**src/core/phid_params.svh**
```systemverilog
// constants for the parallel host interface detector
`ifndef PHID_PARAMS_SVH
`define PHID_PARAMS_SVH
`define PHID_ADDR_W 6
`define PHID_DATA_W 8
`define PHID_SYNC_STAGES 3
`define PHID_SETTLE_NS 100
`define PHID_CLK_NS 25
`define PHID_SETTLE_CYC ((`PHID_SETTLE_NS + `PHID_CLK_NS - 1) / `PHID_CLK_NS)
`define PHID_ADDR_LSB 0
`endif

```
**src/core/phid_pkg.sv**
```systemverilog
// types for the parallel host interface detector
package phid_pkg;
  typedef enum logic [2:0] {
    PHID_SEP_DED,
    PHID_SEP_MUX,
    PHID_COM_DED,
    PHID_COM_MUX,
    PHID_EPP,
    PHID_NONE
  } phid_style_t;
endpackage

```
**src/core/phid_sync_if.sv**
```systemverilog
// synchronised pin levels passed from the synchroniser to the detector
interface phid_sync_if;
  logic ale;
  logic a2;
  logic a1;
  logic a0;
  logic rd_n;
  logic wr_n;
  logic cs_n;
  logic [7:0] data;
  modport src (output ale, a2, a1, a0, rd_n, wr_n, cs_n, data);
  modport dst (input ale, a2, a1, a0, rd_n, wr_n, cs_n, data);
endinterface

```
**src/core/phid_sync.sv**
```systemverilog
// three-stage synchroniser for the host bus pins
module phid_sync #(
  parameter int WIDTH = 15
) (
  input wire logic mclk_in,
  input wire logic arst_n_in,
  input wire logic clk_en_in,
  input wire logic [WIDTH-1:0] pins_in,
  phid_sync_if.src sync
);
  logic [WIDTH-1:0] s1_reg, s2_reg, s3_reg, stable_reg;
  logic [WIDTH-1:0] stable_next;
  // the bit map onto the interface is fixed
  if (WIDTH != 15) begin
    $error("phid_sync: width must be 15");
  end
  // a bit only moves once the second and third stages agree
  always_comb begin
    stable_next = stable_reg;
    for (int i = 0; i < WIDTH; i++) begin
      if (s2_reg[i] == s3_reg[i]) begin
        stable_next[i] = s3_reg[i];
      end
    end
  end
  always_ff @(posedge mclk_in or negedge arst_n_in) begin
    if (!arst_n_in) begin
      s1_reg <= '1;
      s2_reg <= '1;
      s3_reg <= '1;
      stable_reg <= '1;
    end else if (clk_en_in) begin
      s1_reg <= pins_in;
      s2_reg <= s1_reg;
      s3_reg <= s2_reg;
      stable_reg <= stable_next;
    end
  end
  assign sync.ale = stable_reg[14];
  assign sync.a2 = stable_reg[13];
  assign sync.a1 = stable_reg[12];
  assign sync.a0 = stable_reg[11];
  assign sync.rd_n = stable_reg[10];
  assign sync.wr_n = stable_reg[9];
  assign sync.cs_n = stable_reg[8];
  assign sync.data = stable_reg[7:0];
endmodule

```
**src/core/phid_top.sv**
```systemverilog
// parallel host interface style detector and address latch
//
// Overview of operation
// - dedicated address: latch pin high, strobes decoded
// - muxed: A2 low, A1 high, A0 picks strobes
// - handshake: A2,A1 high, cs low, A0 waits
// - chip select may gate handshake data strobe
// - wait output released after every reset
// - wait driven after first address strobe fall
// - reset clears mode, redoes detection
// - wait low starts, high ends access
// - latch six-bit address from AD0..AD5 in muxed and handshake styles; dedicated style takes A2..A0
`include "phid_params.svh"
module phid_top #(
  parameter int SETTLE_CYC = `PHID_SETTLE_CYC,
  parameter int ACCESS_CYC = 4
) (
  input wire logic mclk_in,
  input wire logic arst_n_in,
  input wire logic clk_en_in,
  input wire logic ale_pin_in,
  input wire logic a2_in,
  input wire logic a1_in,
  input wire logic a0_in,
  input wire logic read_strobe_n_in,
  input wire logic write_strobe_n_in,
  input wire logic chip_select_n_in,
  input wire logic [7:0] muxed_addr_data_bus_in,
  input wire logic cs_gate_en_in,
  output logic handshake_wait_n_out,
  output logic handshake_wait_oe_n_out,
  output logic [2:0] style_out,
  output logic style_valid_out,
  output logic [5:0] addr_out,
  output logic access_rd_out,
  output logic access_wr_out
);
  phid_sync_if sif ();
  logic [14:0] pins;
  assign pins = {ale_pin_in, a2_in, a1_in, a0_in, read_strobe_n_in,
                 write_strobe_n_in, chip_select_n_in, muxed_addr_data_bus_in};
  phid_sync #(.WIDTH(15)) u_sync (
    .mclk_in(mclk_in),
    .arst_n_in(arst_n_in),
    .clk_en_in(clk_en_in),
    .pins_in(pins),
    .sync(sif.src)
  );
  // pins reach sif one edge after the third stage agrees
  localparam int SYNC_LAT = `PHID_SYNC_STAGES + 1;
  // counters are eight bits wide
  if (SETTLE_CYC < 1 || SETTLE_CYC > 256 - SYNC_LAT) begin
    $error("bad SETTLE_CYC");
  end
  if (ACCESS_CYC < 1 || ACCESS_CYC > 255) begin
    $error("bad ACCESS_CYC");
  end
  ////////////////////////////////////////////////////////////////////////
  function automatic phid_pkg::phid_style_t decode_style(
    input logic ale, input logic a2, input logic a1, input logic a0,
    input logic cs_n);
    phid_pkg::phid_style_t s;
    s = phid_pkg::PHID_SEP_DED;
    // handshake straps
    // idle address strobe of the handshake bus stands high
    // limitation: same straps on a dedicated bus read as handshake
    if (a2 && a1 && !cs_n && ale) begin
      s = phid_pkg::PHID_EPP;
    end else if (!a2 && a1 && !ale) begin
      s = a0 ? phid_pkg::PHID_SEP_MUX : phid_pkg::PHID_COM_MUX;
    end else if (ale) begin
      // dedicated style; strobe kind fixed by init routine
      s = phid_pkg::PHID_SEP_DED;
    end
    return s;
  endfunction
  // muxed address strobe is active high except in handshake style
  function automatic logic latch_active(
    input phid_pkg::phid_style_t s, input logic ale);
    return (s == phid_pkg::PHID_EPP) ? !ale : ale;
  endfunction
  ////////////////////////////////////////////////////////////////////////
  typedef enum logic [1:0] {ST_SETTLE, ST_RUN} phid_state_t;
  phid_state_t state_reg, state_next;
  phid_pkg::phid_style_t style_reg, style_next;
  logic [7:0] cnt_reg, cnt_next;
  logic valid_reg, valid_next;
  logic [5:0] addr_reg, addr_next;
  logic drive_reg, drive_next;
  logic wait_reg, wait_next;
  logic ale_q_reg, ale_q_next;
  logic strb_q_reg, strb_q_next;
  logic rd_reg, rd_next;
  logic wr_reg, wr_next;
  logic [7:0] acc_reg, acc_next;
  logic data_strobe, strobe_act;
  // chip select gating of data strobe
  assign data_strobe = !sif.rd_n && !(cs_gate_en_in && sif.cs_n);
  assign strobe_act = (style_reg == phid_pkg::PHID_EPP) ? data_strobe
                      : (!sif.rd_n || !sif.wr_n) && !sif.cs_n;
  always_comb begin
    state_next = state_reg;
    style_next = style_reg;
    cnt_next = cnt_reg;
    valid_next = valid_reg;
    addr_next = addr_reg;
    drive_next = drive_reg;
    wait_next = wait_reg;
    ale_q_next = sif.ale;
    strb_q_next = strobe_act;
    rd_next = 1'b0;
    wr_next = 1'b0;
    acc_next = acc_reg;
    case (state_reg)
      ST_SETTLE: begin
        // detect from pin levels after reset
        // wait for the straps and the synchroniser both
        if (cnt_reg >= 8'(SETTLE_CYC + SYNC_LAT - 1)) begin
          style_next = decode_style(sif.ale, sif.a2, sif.a1, sif.a0,
                                    sif.cs_n);
          valid_next = 1'b1;
          state_next = ST_RUN;
        end else begin
          cnt_next = cnt_reg + 8'h01;
        end
      end
      ST_RUN: begin
        if (style_reg == phid_pkg::PHID_SEP_MUX ||
            style_reg == phid_pkg::PHID_COM_MUX ||
            style_reg == phid_pkg::PHID_EPP) begin
          if (latch_active(style_reg, sif.ale)) begin
            addr_next = sif.data[5:0];
          end
        end else begin
          addr_next = {3'h0, sif.a2, sif.a1, sif.a0};
        end
        // drive wait after first strobe fall
        if (style_reg == phid_pkg::PHID_EPP && ale_q_reg && !sif.ale) begin
          drive_next = 1'b1;
        end
        // wait low on access, high at end
        if (strobe_act && !strb_q_reg) begin
          wait_next = 1'b0;
          acc_next = 8'h00;
          rd_next = (style_reg == phid_pkg::PHID_SEP_DED ||
                     style_reg == phid_pkg::PHID_SEP_MUX) ? !sif.rd_n
                    : (style_reg == phid_pkg::PHID_EPP) ? sif.wr_n
                    : sif.wr_n;
          wr_next = !rd_next;
        end else if (!wait_reg) begin
          if (acc_reg >= 8'(ACCESS_CYC - 1)) begin
            wait_next = 1'b1;
          end else begin
            acc_next = acc_reg + 8'h01;
          end
        end
      end
      default: begin
        state_next = ST_SETTLE;
      end
    endcase
  end
  always_ff @(posedge mclk_in or negedge arst_n_in) begin
    if (!arst_n_in) begin
      state_reg <= ST_SETTLE;
      style_reg <= phid_pkg::PHID_NONE;
      cnt_reg <= 8'h00;
      valid_reg <= 1'b0;
      addr_reg <= 6'h00;
      drive_reg <= 1'b0;
      wait_reg <= 1'b1;
      ale_q_reg <= 1'b1;
      strb_q_reg <= 1'b0;
      rd_reg <= 1'b0;
      wr_reg <= 1'b0;
      acc_reg <= 8'h00;
      handshake_wait_n_out <= 1'b1;
      handshake_wait_oe_n_out <= 1'b1;
      style_out <= 3'h5;
      style_valid_out <= 1'b0;
      addr_out <= 6'h00;
      access_rd_out <= 1'b0;
      access_wr_out <= 1'b0;
    end else if (clk_en_in) begin
      state_reg <= state_next;
      style_reg <= style_next;
      cnt_reg <= cnt_next;
      valid_reg <= valid_next;
      addr_reg <= addr_next;
      drive_reg <= drive_next;
      wait_reg <= wait_next;
      ale_q_reg <= ale_q_next;
      strb_q_reg <= strb_q_next;
      rd_reg <= rd_next;
      wr_reg <= wr_next;
      acc_reg <= acc_next;
      handshake_wait_n_out <= wait_next;
      handshake_wait_oe_n_out <= !drive_next;
      style_out <= style_next;
      style_valid_out <= valid_next;
      addr_out <= addr_next;
      access_rd_out <= rd_next;
      access_wr_out <= wr_next;
    end
  end
endmodule

```
**config.mk**
```make
export PLATFORM = sky130hd
export DESIGN_NAME = phid_top
export DESIGN_NICKNAME = d
export VERILOG_FILES = /design/src/core/phid_pkg.sv /design/src/core/phid_sync_if.sv /design/src/core/phid_sync.sv /design/src/core/phid_top.sv
export VERILOG_INCLUDE_DIRS = /design/src /design/src/core
export SDC_FILE = /design/constraint.sdc
export NUM_CORES = 1
export LEC_CHECK = 0
export ABC_AREA = 1
export BUFFER_PORTS_ARGS = -buffer_cell sky130_fd_sc_hd__buf_2
export CAP_MARGIN = 0
export CORE_MARGIN = 2
export CORE_UTILIZATION = 40
export DETAILED_ROUTE_END_ITERATION = 6
export SETUP_SLACK_MARGIN = 0.3
export SYNTH_ARGS = -nofsm -noshare
export SYNTH_HDL_FRONTEND = slang
export SYNTH_SLANG_ARGS = --single-unit
```
**constraint.sdc**
```tcl
create_clock -name mclk_in -period 1.5 [get_ports mclk_in]
set_input_delay 0.3 -clock mclk_in [delete_from_list [all_inputs] [get_ports mclk_in]]
set_output_delay 0.3 -clock mclk_in [all_outputs]
set_load 0.05 [all_outputs]
```
-- After elaboration in Yosys (flattened, before gate mapping)
Index checks and enable logic that the tools add are counted.
- flip-flop bits (word level): 93
- input bits: 19
- output and inout bits: 14
- add/subtract/negate cells: 2
- $lt $le $gt $ge: 2
- eq/ne operators: 21
- mux-type cells: 22
- bitwise gates (word level): 2
- reductions and logical operators: 45
- operator list (operator ; count):
    2-bit AND reduction ; 14
    8-bit 2-to-1 mux ; 3
    8-bit by 1-bit adder with 8-bit output, second input constant ; 2
    1-bit == test ; 13
    1-bit 2-to-1 mux ; 12
    6-bit 2-to-1 mux ; 2
    3-bit AND reduction ; 4
    1-bit logical AND ; 11
    1-bit logical NOT ; 9
    8-bit by 2-bit >= comparator with 1-bit output, second input constant ; 1
    8-bit by 3-bit >= comparator with 1-bit output, second input constant ; 1
    2-bit 2-to-1 mux ; 3
    1-bit logical OR ; 4
    2-bit by 1-bit != test with 1-bit output, second input constant ; 2
    2-bit != test, second input constant ; 2
    2-bit case mux with 2 select lines ; 1
    4-bit AND reduction ; 1
    3-bit by 1-bit == test with 1-bit output, second input constant ; 1
    3-bit by 2-bit == test with 1-bit output, second input constant ; 1
    3-bit == test, second input constant ; 1
    3-bit logical NOT ; 1
    3-bit 2-to-1 mux ; 1
    2-bit by 1-bit == test with 1-bit output, second input constant ; 1
    2-bit logical NOT ; 1
    1-bit NOT ; 2

-- Logic depth before layout (Yosys ltp)
Gate-level depths: netlist (run 1).
- word-level depth: 7
- mapped depth: 8
- mapped depth without buffers: 8

-- Modules after synthesis
Synthesis (run 1) repeated with hierarchy kept, for this count alone.
- cells, all modules: 483
- area, all modules: 4111.4 µm²
- modules (own cells, without submodules) (module ; times used ; cells each ; area an instance (µm²) ; sequential area each (µm²)):
    phid_sync ; 1 ; 313 ; 2606.2 ; 1576.5
    phid_top ; 1 ; 170 ; 1505.2 ; 857.1

-- Worst setup path after synthesis (run 1)
OpenSTA, ideal clock, no wires.
- path type: register to register
- from: register style_reg[0]
- to: register addr_reg[0]
- setup time: 118 ps
- data arrival time: 1401 ps
- path slack: -19 ps
- cell stages (with the launch flop): 8
- path buffers: 0
- period minus slack after synthesis: 1519 ps
- path through: dfstp_2 > nor2_1 > nand2_2 > inv_1 > a21oi_4 > inv_2 > nand2_1 > nand2_1
- cells in the longest elaborated chain, start to end: 5
- elaborated cells between the ends (all ways): 9
- classes of those cells: eq/ne: 4; mux: 2; reduce/logical: 3
- RTL lines (what ; RTL line ; RTL):
    from (decl) ; phid_top.sv:85 ; phid_pkg::phid_style_t style_reg, style_next;
    from (signal assigned) ; phid_top.sv:166 ; style_reg <= phid_pkg::PHID_NONE;
    from (signal assigned) ; phid_top.sv:186 ; style_reg <= style_next;
    3-bit by 1-bit == test with 1-bit output / 3-bit by 2-bit == test with 1-bit output (equally long branches) ; phid_top.sv:128, phid_top.sv:129 ;
    1-bit logical OR ; phid_top.sv:128 ; if (style_reg == phid_pkg::PHID_SEP_MUX ||
    1-bit logical OR ; phid_top.sv:129 ; style_reg == phid_pkg::PHID_COM_MUX ||
    2-bit by 1-bit != test with 1-bit output (no line) ; n/a ;
    3-bit AND reduction (no line) ; n/a ;
    to (signal assigned) ; phid_top.sv:189 ; addr_reg <= addr_next;
    to (decl) ; phid_top.sv:88 ; logic [5:0] addr_reg, addr_next;
Parallel ways exist; a longest one is shown, timed or not.
A chain may end at the register's enable or synchronous reset.

==> results of run 1 <==
-- metal layers --
layer,vias to the layer above,share of wire
li1,1306,-
met4,0,0.013
met3,8,0.038
met2,44,0.46
met1,1187,0.49
met5,-,0
-- synthesized netlist by cell type --
| cell type | n |
|---|---|
| nand2_1 | 113 |
| dfstp_2 | 57 |
| o21ai_0 | 57 |
| inv_1 | 33 |
| nor2_1 | 30 |
| dfrtp_1 | 29 |
| nand3_1 | 15 |
| clkbuf_1 | 10 |
| buf_2 | 4 |
| nand2_2 | 4 |
| nand4_1 | 4 |
| inv_2 | 3 |
| clkinv_2 | 2 |
| ha_1 | 2 |
| nor3_1 | 2 |
| or2_2 | 2 |
| a21oi_1 | 1 |
| a21oi_4 | 1 |
| a31o_2 | 1 |
| and3_1 | 1 |
| buf_4 | 1 |
| nand2_4 | 1 |
| nand4_2 | 1 |
| nor2_2 | 1 |
| o211ai_1 | 1 |
| o21ai_1 | 1 |
| o21ai_2 | 1 |
| o21bai_1 | 1 |
| xnor2_1 | 1 |
-- through the flow --
stage,std cells,power [mW],area [µm²],setup slack (ns)
3_3_place_gp,509,3.68,3870,0.121
5_1_grt,545,5.83,4490,0.0184
4_1_cts,540,5.55,4360,0.0406
3_5_place_dp,509,3.73,3870,0.0923
6_report,545,5.52,4490,0.0417
2_1_floorplan,380,3.46,3580,0.0742
-- cell families (layout without fill, tap and decap cells) --
kind of cell             count (synthesis)  after routing  synth area share
AO/OA/AOI/OAI                           64             64            0.0974
XOR/XNOR                                 1              1           0.00248
adder cells (fa/ha/maj)                  2              2           0.00708
buffers and inverters                   53            110            0.0595
flip-flops                              86             86             0.629
AND/OR/NAND/NOR                        174            174             0.204
-- cell type report --
cell class / count / area (µm²)
fillers: 777 / 4140
flip-flops and latches: 86 / 2230
multi-input cells: 241 / 1270
repair buffers: 56 / 494
clock buffers: 12 / 155
inverters: 38 / 154
well taps: 108 / 135
clock inverters: 4 / 53.8
-- worst max path at each step --
stage / depth (start not counted) / to
6_report: 1 / style_out[0]
5_1_grt: 7 / access_rd_out
4_1_cts: 1 / style_out[0]
3_5_place_dp: 7 / addr_reg[0]
3_3_place_gp: 7 / addr_reg[2]
2_1_floorplan: 6 / addr_reg[2]
-- what timing repair did --
action                                  in CTS  in global routing
hold endpoints to repair                     0                  0
pin swaps                                   10                  8
endpoints found under the setup margin      39                 43
gates cloned                                 0                  0
setup buffers                               15                  5
hold buffers                                 0                  0
resized for setup                           52                 29
-- power breakdown --
| group | internal [mW] | total, mW | switching, mW |
|---|---|---|---|
| logic | 0.360 | 0.912 | 0.552 |
| clock network | 0.869 | 1.69 | 0.822 |
| registers | 2.73 | 2.92 | 0.188 |
| total | 3.96 | 5.52 | 1.56 |
==> results.ini, run 1 <==
[run_status]
status = complete, no violations

[layout]
antennaDiodeCount = 0
drive_gt1_frac = 0.412
post-route-util = 0.520
syn2layout_area_growth_pct = 27.2
layout_commonest_cell = nand2_1
final_cell_mix = nand2_1, dfstp_2, o21ai_0, inv_1, dfrtp_1
num-nets-final = 453

[global_routing]
grt_max_degree = 59
grt_antenna_before_repair = 0
grt_pass1_vias = 2590
use_met3 = 0.0272
track_usage = 0.149
grt-busiest-layer = met2
globalRouteMet2Util = 0.233
use_met1 = 0.207
gr-total-overflow = 0
grt_first_pass_wirelength_um = 11700

[clock_tree]
numCtsBuffers = 9
htree_levels = 3
clockRootBuffer = clkbuf_8
clockBufferDepth = 2
cts_tree = built
cts_sinks = 86
clkLatencyLatePin_ns = 0.35
path_clk_slew_ns = 0.09

[logic_synthesis]
synthCells = 380
synth_cell_types = 29
yosys-top-cells-area = dfstp_2, dfrtp_1, nand2_1, o21ai_0, inv_1
synth.net_count = 401
ys_warn_count = 0
syn_area_per_cell_um2 = 9.30
yosysSeqAreaShare = 0.629
syn_area_um2 = 3530
synth.top_cell.area_share = 0.424
synth.largest_area_cell = dfstp_2
ys_ff_latch = 86

[detailed_routing]
drc = 0
drt_iter0_markers = 106
wl_per_cell_um = 12.2
first_pass_iters = 4
vias = 2545
routed_via_density = 4.67
ant_nets = 0
wl_um = 6670

[floorplanning]
dieArea_um2 = 9600
start_util = 0.409
die_w_um = 98.0
die_h_um = 98.0
io_pins = 33
num_rows = 34
coreArea_um2 = 8640

[hold_path]
hold_class = in2async

[placed_design]
hpwl_um = 4340
globalplace.congestion = 0.746
io_buffer_count = 30

[power]
powerDensity_nw_per_um2 = 1230
power.leakage_nw = 2.11
ir_drop_mv = 0.529

[run]
max_cap_violations = 0

[critical_path]
path_buf_inv = 1
crit_start = style_reg[0]
reg2reg_slack_ns = 0.09
r2r_end = access_rd_out
max_stage_delay_ns = 0.66
cp_slowest_cell = dfstp_4
reg2reg_depth = 7
crit_family = flip-flops
end_kind = output port
critical_path_class = reg2out
cp_data_required_time_ns = 1.20
r2r_start = style_reg[0]
path_max_fanout = 3
critPathArrivalTime_ns = 1.16
start_kind = flop
crit_chain = buf_8

[timing]
tns_ns = 0
hold_violations = 0
period_needed_ns = 1.46
post-route-period-util = 0.972
clock_skew_ns = 0.00791
holdWs_ns = 0.145
setup_viol = 0
slew_violations = 0
worst_slew_pin_slew_ns = 0.389
slew_headroom = 0.741
rsz0062_at_grt = yes
fmax_mhz = 686

Note: power is estimated with default switching activity, not from simulation.
==> inputs of run 2 (changes only) <==
--- a/config.mk
+++ b/config.mk
@@ -9,10 +9,10 @@
 export ABC_AREA = 1
 export BUFFER_PORTS_ARGS = -buffer_cell sky130_fd_sc_hd__buf_2
 export CAP_MARGIN = 0
-export CORE_MARGIN = 2
 export CORE_UTILIZATION = 40
 export DETAILED_ROUTE_END_ITERATION = 6
-export SETUP_SLACK_MARGIN = 0.3
+export PLACE_DENSITY = 0.63
+export SETUP_SLACK_MARGIN = 0.02
 export SYNTH_ARGS = -nofsm -noshare
 export SYNTH_HDL_FRONTEND = slang
 export SYNTH_SLANG_ARGS = --single-unit
==> run 2 against run 1 <==
Against the previous run: sequential share of layout area rose by 5.1 points; sequential power barely moved; hold slack improved by 0.0097 ns; die area fell by 4.0%; critical path type unchanged.
==> results.ini, run 2 (synthesis results as in run 1) <==
[run_status]
status = complete, no violations

[critical_path]
start_kind = flop
max_stage_delay_ns = 0.62
path_buf_inv = 1
critical_path_class = reg2out
cp_data_required_time_ns = 1.20
end_kind = output port
path_max_fanout = 6
crit_chain = buf_8
reg2reg_depth = 7
r2r_end = addr_reg[2]
reg2reg_slack_ns = 0.13
crit_family = flip-flops
r2r_start = style_reg[0]
critPathArrivalTime_ns = 1.14
cp_slowest_cell = dfstp_2

[floorplanning]
dieArea_um2 = 9210
die_h_um = 96.0
coreArea_um2 = 8380
die_w_um = 96.0
num_rows = 33
start_util = 0.421
io_pins = 33

[hold_path]
hold_class = in2reg
min_from = muxed_addr_data_bus_in[5]
hold-path-endpoint = u_sync.s1_reg[5]
hold_depth = 3

[detailed_routing]
first_pass_iters = 4
wl_um = 6110
drc = 0
vias = 2463
routed_via_density = 4.71
ant_nets = 0
wl_per_cell_um = 11.7
drt_iter0_markers = 68

[placed_design]
io_buffer_count = 30
hpwl_um = 4220
globalplace.congestion = 0.753
pre_cts_slack_ns = 0.109

[layout]
layout_commonest_cell = nand2_1
syn2layout_area_growth_pct = 14.9
final_cell_mix = nand2_1, o21ai_0, dfstp_2, inv_1, dfrtp_1
antennaDiodeCount = 0
post-route-util = 0.484
drive_gt1_frac = 0.299
num-nets-final = 434

[global_routing]
grt_pass1_vias = 2389
grt_antenna_before_repair = 0
track_usage = 0.156
gr-total-overflow = 0
grt_first_pass_wirelength_um = 10800
grt_max_degree = 59

[timing]
worst_slew_pin_slew_ns = 0.360
hold_violations = 0
fmax_mhz = 696
setup_viol = 0
clock_skew_ns = 0.0116
tns_ns = 0
slew_violations = 0
worst_slack_ns = 0.0625
period_needed_ns = 1.44
slew_headroom = 0.760
post-route-period-util = 0.958
rsz0062_at_grt = no

[power]
power.leakage_nw = 1.95
ir_drop_mv = 0.488
powerDensity_nw_per_um2 = 1290

[clock_tree]
clkLatencyLatePin_ns = 0.35
cts_sinks = 86
clockRootBuffer = clkbuf_8
path_clk_slew_ns = 0.08
clockBufferDepth = 2
htree_levels = 3
numCtsBuffers = 9
cts_tree = built
post_cts_buffers = 0

[run]
max_cap_violations = 0

run 2: changes by cell type in the layout (fill, tap and decap cells not counted), sizes merged:
| cell | previous run | this run |
|---|---|---|
| dlygate4sd3 | 0 | 1 |
| clkbuf | 12 | 14 |
| clkinv | 4 | 2 |
| clkinvlp | 0 | 1 |
| buf | 56 | 35 |
run 2: worst max-delay path by stage:
stage                  from           end  slack [ns]  cells past startpoint
6_report       style_reg[2]  style_out[2]        0.06                      1
5_1_grt        style_reg[2]  style_out[2]        0.01                      1
4_1_cts        style_reg[2]  style_out[2]       0.002                      1
3_5_place_dp     cnt_reg[0]  style_reg[1]        0.11                      8
3_3_place_gp     cnt_reg[0]  style_reg[2]        0.13                      8
2_1_floorplan  style_reg[0]   addr_reg[2]        0.04                      6
run 2: layout make-up:
type	instances	area (µm²)
Clock buffer	13	139
Fill cell	804	4320
Sequential cell	86	2220
Clock inverter	3	43.8
Inverter	38	145
Timing Repair Buffer	37	264
Tap cell	105	131
Multi-Input combinational cell	241	1110
run 2: per-layer routing:
metal	GRT usage	vias to the layer above	share of wire	routed length (µm)
li1	-	1263	-	-
met1	0.197	1159	0.49	2990
met2	0.251	34	0.46	2840
met3	0.0561	7	0.035	214
met4	0.0448	0	0.011	69
met5	0	-	0	0
run 2: what timing repair did:
action,CTS,global route
setup endpoints to repair,2,10
resized for setup,2,7
hold buffers,1,0
endpoints found under the hold margin,3,0
run 2: report_power, final:
part | internal, mW | switching [mW] | total [mW]
Sequential | 2.73 | 0.176 | 2.91
Combinational | 0.261 | 0.498 | 0.758
Clock | 0.775 | 0.779 | 1.55
Total | 3.77 | 1.45 | 5.22
run 2: per-stage QoR:
step,hold slack [ns],area [µm²],power [mW],cells
5_1_grt,0.144,4060,5.54,523
2_1_floorplan,0.00441,3530,3.44,380
3_3_place_gp,0.202,3840,3.67,506
6_report,0.154,4060,5.22,523
3_5_place_dp,0.204,3840,3.71,506
4_1_cts,0.138,4030,5.29,523
